### src/ctb_pkg.sv
// constants and carriers for the charge timer / boost config register pair
// assumes one system clock and a serial-port engine that issues byte accesses
package ctb_pkg;
	// register addresses on the serial control port
	localparam logic [7:0] CTB_ADDR_TMR = 8'h05;
	localparam logic [7:0] CTB_ADDR_BST = 8'h06;
	// reset values
	localparam logic [7:0] CTB_TMR_RST = 8'h9C;
	localparam logic [7:0] CTB_BST_RST = 8'h73;
	localparam logic [7:0] CTB_UNMAPPED = 8'h00;
	// field positions, charge_term_timer_ctrl
	localparam int CTB_TERM_BIT = 7;
	localparam int CTB_WD_LSB = 4;
	localparam int CTB_TIMER_EN_BIT = 3;
	localparam int CTB_FCT_LSB = 1;
	// field positions, boost_volt_thermal_ctrl
	localparam int CTB_BV_LSB = 4;
	localparam int CTB_HOT_LSB = 2;
	localparam int CTB_DIE_REGULATION_TEMP_SELECT_LSB = 0;
	// watchdog periods, seconds
	localparam logic [7:0] CTB_WD_OFF_S = 8'h00;
	localparam logic [7:0] CTB_WD_40_S = 8'h28;
	localparam logic [7:0] CTB_WD_80_S = 8'h50;
	localparam logic [7:0] CTB_WD_160_S = 8'hA0;
	// fast-charge limits, hours
	localparam logic [4:0] CTB_FCT_5_H = 5'h05;
	localparam logic [4:0] CTB_FCT_8_H = 5'h08;
	localparam logic [4:0] CTB_FCT_12_H = 5'h0C;
	localparam logic [4:0] CTB_FCT_20_H = 5'h14;
	// boost target, millivolts
	localparam logic [12:0] CTB_BV_BASE_MV = 13'h11C6;
	localparam logic [12:0] CTB_BV_STEP_MV = 13'h0040;
	// die regulation temperatures, degrees C
	localparam logic [6:0] CTB_DIE_REGULATION_TEMP_SELECT_60_C = 7'h3C;
	localparam logic [6:0] CTB_DIE_REGULATION_TEMP_SELECT_80_C = 7'h50;
	localparam logic [6:0] CTB_DIE_REGULATION_TEMP_SELECT_100_C = 7'h64;
	localparam logic [6:0] CTB_DIE_REGULATION_TEMP_SELECT_120_C = 7'h78;
	// hot threshold select codes and comparator lane indexes
	localparam logic [1:0] CTB_HOT_33 = 2'h0;
	localparam logic [1:0] CTB_HOT_36 = 2'h1;
	localparam logic [1:0] CTB_HOT_30 = 2'h2;
	localparam logic [1:0] CTB_HOT_OFF = 2'h3;

	// byte access from the serial-port engine
	typedef struct packed {
		logic wr;
		logic rd;
		logic [7:0] addr;
		logic [7:0] wdata;
	} ctb_req_type;

	// decoded configuration toward charger, watchdog and boost logic
	typedef struct packed {
		logic term_en;
		logic wd_en;
		logic [7:0] wd_period_s;
		logic safety_timer_en;
		logic [4:0] fast_charge_time_limit;
		logic [12:0] otg_target_mv;
		logic [1:0] hot_select;
		logic boost_hot_protect_en;
		logic [6:0] die_regulation_temp_select;
	} ctb_cfg_type;
endpackage

### src/ctb_regs.sv
// charge-termination / timer and boost-voltage / thermal configuration registers
// assumes the serial-port engine hands over decoded byte accesses synchronous to clk
// Notes on behaviour
// - bit 7 enables termination, resets enabled
// - watchdog field: off, 40, 80, 160 s
// - safety timer enable; limit 5/8/12/20 h
// - boost target 4.55 V plus 64 mV steps
// - hot select 33/36/30 percent or off
// - select 11: boost runs, fault uses 33 percent
// - regulation temperature 60/80/100/120 C, default 120
// - boost/thermal register resets to 0x73
// - termination/timer register resets to 0x9C
module ctb_regs
	import ctb_pkg::*;
(
	// clock, reset, enable
	input wire logic clk,
	input wire logic nrst,
	input wire logic ce,
	// register access from the serial control port
	input wire ctb_req_type req,
	output logic [7:0] rdata,
	output logic rvalid,
	// thermistor hot comparators: [0] 33 %, [1] 36 %, [2] 30 % of internal_regulator_rail
	input wire logic [2:0] ntc_hot_cross,
	// decoded configuration and boost thermal results
	output ctb_cfg_type cfg,
	output logic boost_hot_stop,
	output logic thermistor_fault_flag
);

	// watchdog code to seconds
	function automatic logic [7:0] wd_decode(input logic [1:0] code);
		case (code)
			2'h0: wd_decode = CTB_WD_OFF_S;
			2'h1: wd_decode = CTB_WD_40_S;
			2'h2: wd_decode = CTB_WD_80_S;
			default: wd_decode = CTB_WD_160_S;
		endcase
	endfunction

	// fast-charge code to hours
	function automatic logic [4:0] fct_decode(input logic [1:0] code);
		case (code)
			2'h0: fct_decode = CTB_FCT_5_H;
			2'h1: fct_decode = CTB_FCT_8_H;
			2'h2: fct_decode = CTB_FCT_12_H;
			default: fct_decode = CTB_FCT_20_H;
		endcase
	endfunction

	// regulation code to degrees
	function automatic logic [6:0] die_regulation_temp_select_decode(input logic [1:0] code);
		case (code)
			2'h0: die_regulation_temp_select_decode = CTB_DIE_REGULATION_TEMP_SELECT_60_C;
			2'h1: die_regulation_temp_select_decode = CTB_DIE_REGULATION_TEMP_SELECT_80_C;
			2'h2: die_regulation_temp_select_decode = CTB_DIE_REGULATION_TEMP_SELECT_100_C;
			default: die_regulation_temp_select_decode = CTB_DIE_REGULATION_TEMP_SELECT_120_C;
		endcase
	endfunction

	// boost code to millivolts; the weights are binary so a multiply is exact
	function automatic logic [12:0] bv_decode(input logic [3:0] code);
		bv_decode = 13'(CTB_BV_BASE_MV + 13'(code) * CTB_BV_STEP_MV);
	endfunction

	// has the selected comparator tripped; select 11 reads the 33 % lane
	function automatic logic hot_crossed(input logic [1:0] sel, input logic [2:0] lanes);
		case (sel)
			CTB_HOT_36: hot_crossed = lanes[1];
			CTB_HOT_30: hot_crossed = lanes[2];
			default: hot_crossed = lanes[0];
		endcase
	endfunction

	logic [7:0] tmr_reg, tmr_next;
	logic [7:0] bst_reg, bst_next;
	logic [7:0] rdata_reg, rdata_next;
	logic rvalid_reg, rvalid_next;
	ctb_cfg_type cfg_reg, cfg_next;
	logic hot_stop_reg, hot_stop_next;
	logic thermistor_fault_flag_reg, thermistor_fault_flag_next;

	// register writes; whole bytes are kept, reserved bits included
	always_comb begin
		tmr_next = tmr_reg;
		bst_next = bst_reg;
		if (ce && req.wr && req.addr == CTB_ADDR_TMR) begin
			tmr_next = req.wdata;
		end
		if (ce && req.wr && req.addr == CTB_ADDR_BST) begin
			bst_next = req.wdata;
		end
	end

	always_ff @(posedge clk or negedge nrst) begin
		if (!nrst) begin
			tmr_reg <= CTB_TMR_RST;
			bst_reg <= CTB_BST_RST;
		end else begin
			tmr_reg <= tmr_next;
			bst_reg <= bst_next;
		end
	end

	// read port; unmapped addresses answer zero so the engine always gets a byte
	always_comb begin
		rdata_next = rdata_reg;
		rvalid_next = 1'b0;
		if (ce) begin
			rvalid_next = req.rd;
			if (req.rd) begin
				case (req.addr)
					CTB_ADDR_TMR: rdata_next = tmr_reg;
					CTB_ADDR_BST: rdata_next = bst_reg;
					default: rdata_next = CTB_UNMAPPED;
				endcase
			end
		end else begin
			rvalid_next = rvalid_reg;
		end
	end

	always_ff @(posedge clk or negedge nrst) begin
		if (!nrst) begin
			rdata_reg <= CTB_UNMAPPED;
			rvalid_reg <= 1'b0;
		end else begin
			rdata_reg <= rdata_next;
			rvalid_reg <= rvalid_next;
		end
	end

	// decoded configuration, one cycle behind the stored bytes
	always_comb begin
		cfg_next = cfg_reg;
		if (ce) begin
			cfg_next.term_en = tmr_reg[CTB_TERM_BIT];
			cfg_next.wd_en = tmr_reg[CTB_WD_LSB +: 2] != 2'h0;
			cfg_next.wd_period_s = wd_decode(tmr_reg[CTB_WD_LSB +: 2]);
			cfg_next.safety_timer_en = tmr_reg[CTB_TIMER_EN_BIT];
			cfg_next.fast_charge_time_limit = fct_decode(tmr_reg[CTB_FCT_LSB +: 2]);
			cfg_next.otg_target_mv = bv_decode(bst_reg[CTB_BV_LSB +: 4]);
			cfg_next.hot_select = bst_reg[CTB_HOT_LSB +: 2];
			cfg_next.boost_hot_protect_en = bst_reg[CTB_HOT_LSB +: 2] != CTB_HOT_OFF;
			cfg_next.die_regulation_temp_select = die_regulation_temp_select_decode(bst_reg[CTB_DIE_REGULATION_TEMP_SELECT_LSB +: 2]);
		end
	end

	// reset decode matches the reset bytes so outputs are right from the first cycle
	always_ff @(posedge clk or negedge nrst) begin
		if (!nrst) begin
			cfg_reg <= '{term_en: 1'b1, wd_en: 1'b1, wd_period_s: CTB_WD_40_S, safety_timer_en: 1'b1,
				fast_charge_time_limit: CTB_FCT_12_H, otg_target_mv: 13'h1386, hot_select: CTB_HOT_33,
				boost_hot_protect_en: 1'b1, die_regulation_temp_select: CTB_DIE_REGULATION_TEMP_SELECT_120_C};
		end else begin
			cfg_reg <= cfg_next;
		end
	end

	// boost thermal: stop on the selected level, fault flag keeps watching 33 % when protection is off
	always_comb begin
		hot_stop_next = hot_stop_reg;
		thermistor_fault_flag_next = thermistor_fault_flag_reg;
		if (ce) begin
			hot_stop_next = (bst_reg[CTB_HOT_LSB +: 2] != CTB_HOT_OFF)
				&& hot_crossed(bst_reg[CTB_HOT_LSB +: 2], ntc_hot_cross);
			thermistor_fault_flag_next = hot_crossed(bst_reg[CTB_HOT_LSB +: 2], ntc_hot_cross);
		end
	end

	always_ff @(posedge clk or negedge nrst) begin
		if (!nrst) begin
			hot_stop_reg <= 1'b0;
			thermistor_fault_flag_reg <= 1'b0;
		end else begin
			hot_stop_reg <= hot_stop_next;
			thermistor_fault_flag_reg <= thermistor_fault_flag_next;
		end
	end

	assign rdata = rdata_reg;
	assign rvalid = rvalid_reg;
	assign cfg = cfg_reg;
	assign boost_hot_stop = hot_stop_reg;
	assign thermistor_fault_flag = thermistor_fault_flag_reg;

	// marks the first clock after reset release, for the reset-value checks
	logic seen_reg;
	always_ff @(posedge clk or negedge nrst) begin
		if (!nrst) begin
			seen_reg <= 1'b0;
		end else begin
			seen_reg <= 1'b1;
		end
	end

	AST_TERM_EN: assert property (@(posedge clk) disable iff (!nrst)
		ce |=> cfg.term_en == $past(tmr_reg[7])) else $error("termination enable does not follow bit 7");
	AST_WD_PERIOD: assert property (@(posedge clk) disable iff (!nrst)
		ce && tmr_reg[5:4] == 2'h1 |=> cfg.wd_period_s == 8'h28 && cfg.wd_en)
		else $error("watchdog code 01 not decoded as 40 s");
	AST_FCT_LIMIT: assert property (@(posedge clk) disable iff (!nrst)
		ce |=> cfg.fast_charge_time_limit == fct_decode($past(tmr_reg[2:1]))
			&& cfg.safety_timer_en == $past(tmr_reg[3])) else $error("safety timer decode wrong");
	AST_BOOST_MV: assert property (@(posedge clk) disable iff (!nrst)
		ce && bst_reg[7:4] == 4'h7 |=> cfg.otg_target_mv == 13'h1386)
		else $error("boost code 0111 not 4998 mV");
	AST_HOT_STOP: assert property (@(posedge clk) disable iff (!nrst)
		ce && bst_reg[3:2] == 2'h2 && ntc_hot_cross[2] |=> boost_hot_stop)
		else $error("boost not stopped at 30 percent level");
	AST_HOT_OFF: assert property (@(posedge clk) disable iff (!nrst)
		ce && bst_reg[3:2] == 2'h3 |=> !boost_hot_stop
			&& thermistor_fault_flag == $past(ntc_hot_cross[0])) else $error("disabled protection misbehaves");
	AST_DIE_REGULATION_TEMP_SELECT: assert property (@(posedge clk) disable iff (!nrst)
		ce && bst_reg[1:0] == 2'h0 |=> cfg.die_regulation_temp_select == 7'h3C)
		else $error("regulation code 00 not 60 C");
	AST_BST_RESET: assert property (@(posedge clk) disable iff (!nrst)
		!seen_reg |-> bst_reg == 8'h73) else $error("boost register reset value wrong");
	AST_TMR_RESET: assert property (@(posedge clk) disable iff (!nrst)
		!seen_reg |-> tmr_reg == 8'h9C) else $error("timer register reset value wrong");
	AST_READBACK: assert property (@(posedge clk) disable iff (!nrst)
		ce && req.wr && req.addr == 8'h05 ##1 ce && req.rd && !req.wr && req.addr == 8'h05
			|=> rvalid && rdata == $past(req.wdata, 2)) else $error("written byte not read back");
endmodule

### config.mk
export PLATFORM = sky130hd
export DESIGN_NAME = ctb_regs
export DESIGN_NICKNAME = d
export VERILOG_FILES = /design/src/ctb_pkg.sv /design/src/ctb_regs.sv
export SDC_FILE = /design/constraint.sdc
export NUM_CORES = 1
export LEC_CHECK = 0
export BUFFER_PORTS_ARGS = -buffer_cell sky130_fd_sc_hd__buf_2
export CAP_MARGIN = 20
export CORE_UTILIZATION = 35
export DETAILED_ROUTE_END_ITERATION = 16
export SLEW_MARGIN = 5
export SYNTH_ARGS = -nofsm -noshare
export SYNTH_HDL_FRONTEND = slang
export SYNTH_SLANG_ARGS = --single-unit
### constraint.sdc
create_clock -name clk -period 2.7 [get_ports clk]
set_input_delay 0.405 -clock clk [delete_from_list [all_inputs] [get_ports clk]]
set_output_delay 0.405 -clock clk [all_outputs]
set_load 0.05 [all_outputs]
==> summary.md <==
| Metric | Value |
|---|---|
| Status | complete, but fails checks |
| Failing checks | design-rule violations |
| Multi-input logic area | between 900 and 1000 um^2 |
| Fmax | about 0.66 GHz |
| Largest net degree at the start of global routing | 52 |
| DIE AREA | about 7000 um^2 |
| Power Dens Cells | approximately 560 nW/um^2 |
| Layout area overhead | 17.85% |
| Clock-pin slew on the worst setup and hold paths | around 0.09 ns |
| Commonest non-fill, non-tap cells in the layout | buf_2, dfrtp_1, mux2_2, dfstp_2, nand2_1 |
| Max reg flops | 24 |
| DRC viols | 8 |
| Post-synth top area cell | dfrtp_1 |
| Slack of the critical path | between 1 and 1.5 ns |
| Remaining global-route overflow | 0 |
| Critical path class | reg2out |
| Setup-failing EPs final | 0 |
| Worst-Skew Late Latency | around 0.3 ns |
| Fin crit period | 1.506 ns |
| Leakage | about 0.0014 uW |
| Vias per Instance | 4.635 |
| R2r setup slk | between 1 and 1.5 ns |
| Global placement routability congestion | a little under 0.7 |
| Initial antenna violation count | 0 |
| Slew Viols, Final | 0 |
| Place WS | 0.9549 ns |
| Yosys warnings | 0 |
| Synth Instances | 202 |
| Tcrit/Tclk final | about 56% |
| Core area | 6495 um^2 |
| CP required | approximately 2.3 ns |
| Drt total wl | approximately 4700 um |
| # diodes | 0 |
| Layout cell share with drive strength beyond 1 | 46.39% |
| Number of I/O port buffers | around 60 |
| Die Span Y | ~85 um |
| CP Max Fanout | 2 |
| H-tree Lvls | 2 |
| Pre-antenna DRT Iters | 11 |
| Post-synth ARST share | 100.0% |
| CTS tree | done |
| Post-CTS Resized | 0 |
| Slowest stage delay, CP | approximately 0.54 ns |
| CP Capture Type | output port |
| Clk buf depth | 2 |
| Final ANT Viol Nets | 0 |
| Synth area leaders | dfrtp_1, dfstp_2, mux2_2 |
| Synth Flop Type | dfrtp_1 |
| TNS Setup | 0 ns |
| Fin Clk Skew | slightly below 0.009 ns |
| Worst-path cell chain | buf_2 |
| Buf/Inv on CP | 1 |
| Final Power | 1600 uW |
| Slew HR | about 58% |
| Gr usage total | around 14% |
| RSZ-0062 raised after global routing | false |
| Fillers | around 640 |
| First-pass GRT wire length | approximately 8000 um |
| Yosys cell types | 31 |
| Vias in the first global route | ~1600 |
| Finished Core Util | 43.63% |
| CP top delay family | flip-flops |
| WL/cell | between 10 and 15 um |
| Avg Cell Area, Syn | between 10 and 15 um^2 |
| Share of the synthesized area in the top cell type | about 28% |
| Final nets | slightly below 300 |
| VDD IR-drop max | about 0.21 mV |
| Max cap viols | 0 |
| Die width | ~85 um |
| Sequential fraction of the synthesis area | roughly 54% |
| DR iter-0 viols | around 130 |
| Hold Violations, Final | 0 |
| HP Class | in2async |
| Total CTS buffers | 5 |
| Row count | 29 |
| Hpwl dp | about 3400 um |
| CTS Hold Bufs | 0 |
| IO Pins | 74 |
| Slew at the pin closest to its max-slew limit | approximately 0.63 ns |
| Postcts setup bufs | 0 |
| Initial core utilization | 37.03% |
| Critical path launch point type | flop |
| Slowest CP cell | dfstp_2 |
| Root buf cell | clkbuf_8 |
| FF/Latch Area | around 1300 um^2 |
| EDFF count, synth | 0 |
| Critical Path AT | roughly 1.1 ns |
| Seq cells post-synth | about 50 |
| Most common cell after layout, fill and taps aside | buf_2 |
| Synthesized cell area | around 2400 um^2 |
| Clock Sink Count | 51 |
| Hold Slack | 0.1878 ns |
| DR vias | roughly 1600 |
==> through the flow <==
stage / std cells / area, um^2
floorplan: 214 / 2450
global placement: 332 / 2728
detailed placement: 332 / 2728
CTS: 340 / 2834
global route: 340 / 2834
finish: 340 / 2834
==> Yosys cell counts, drive strengths merged (2+ instances only) <==
cell and instances:
nand3b 2, mux2 26, nor2b 3, nor2 4, o21ai 12, conb 2, nand3 2, dfstp 24
ha 12, nand2b 3, o31ai 9, nor3 2, clkbuf 5, buf 17, inv 15, dfrtp 27
nand2 17, a22oi 8, nand4 2
==> worst register-to-register path: cells and delay by family, from the launching register on <==
| kind | cells | cell delay [ns] |
|---|---|---|
| AOI/OAI and AO/OA | 2 | 0.48 |
| adders and majority gates | 1 | 0.31 |
| buffers and inverters | 1 | 0.07 |
| DFF | 1 | 0.45 |
| and+or+nand+nor | 1 | 0.08 |
==> logic make-up after synthesis <==
| logic type | Yosys count | synth area share [%] |
|---|---|---|
| fa+ha+maj | 12 | 6.243 |
| flops | 51 | 54.32 |
| xor+xnor | 1 | 0.3643 |
| simple gates | 38 | 8.793 |
| compound gates | 34 | 9.313 |
| buf+inv | 38 | 8.481 |
| other cells | 2 | 0.3123 |
| mux | 26 | 12.17 |
==> path summary, 6_finish.rpt <==
path,start,end,depth (start not counted)
setup reg to reg,bst_reg[2],thermistor_fault_flag,5
min in group clk,req[2],tmr_reg[2],2
hold / removal,nrst,cfg[35],2
max in group asynchronous,nrst,cfg[20],2
hold reg to reg,cfg[7],cfg[7],2
setup / recovery,cfg[25],cfg[25],1
==> power breakdown <==
group | switching, uW | total (uW) | leakage, uW | internal, uW
sequential | 18.8 | 824 | 0.000607 | 806
combinational | 193 | 253 | 0.000717 | 60.0
clock | 244 | 522 | 0.0000524 | 278
==> routing by layer <==
metal,global-route usage (%),wire length [um],vias up
li1,-,-,782
met1,19.59,2301,745
met2,21.95,2180,47
met3,2.821,210,2
met4,4.622,35,0
met5,0,0,-
==> cell type report <==
cell class	count	share of cell area, %
Sequential cell	51	46.09
Multi-Input combinational cell	125	33.16
Timing Repair Buffer	63	11.48
Tap cell	77	3.400
Clock buffer	7	2.693
Inverter	16	2.119
Clock inverter	1	1.060
No activity file was read; power rests on OpenSTA's default activity.
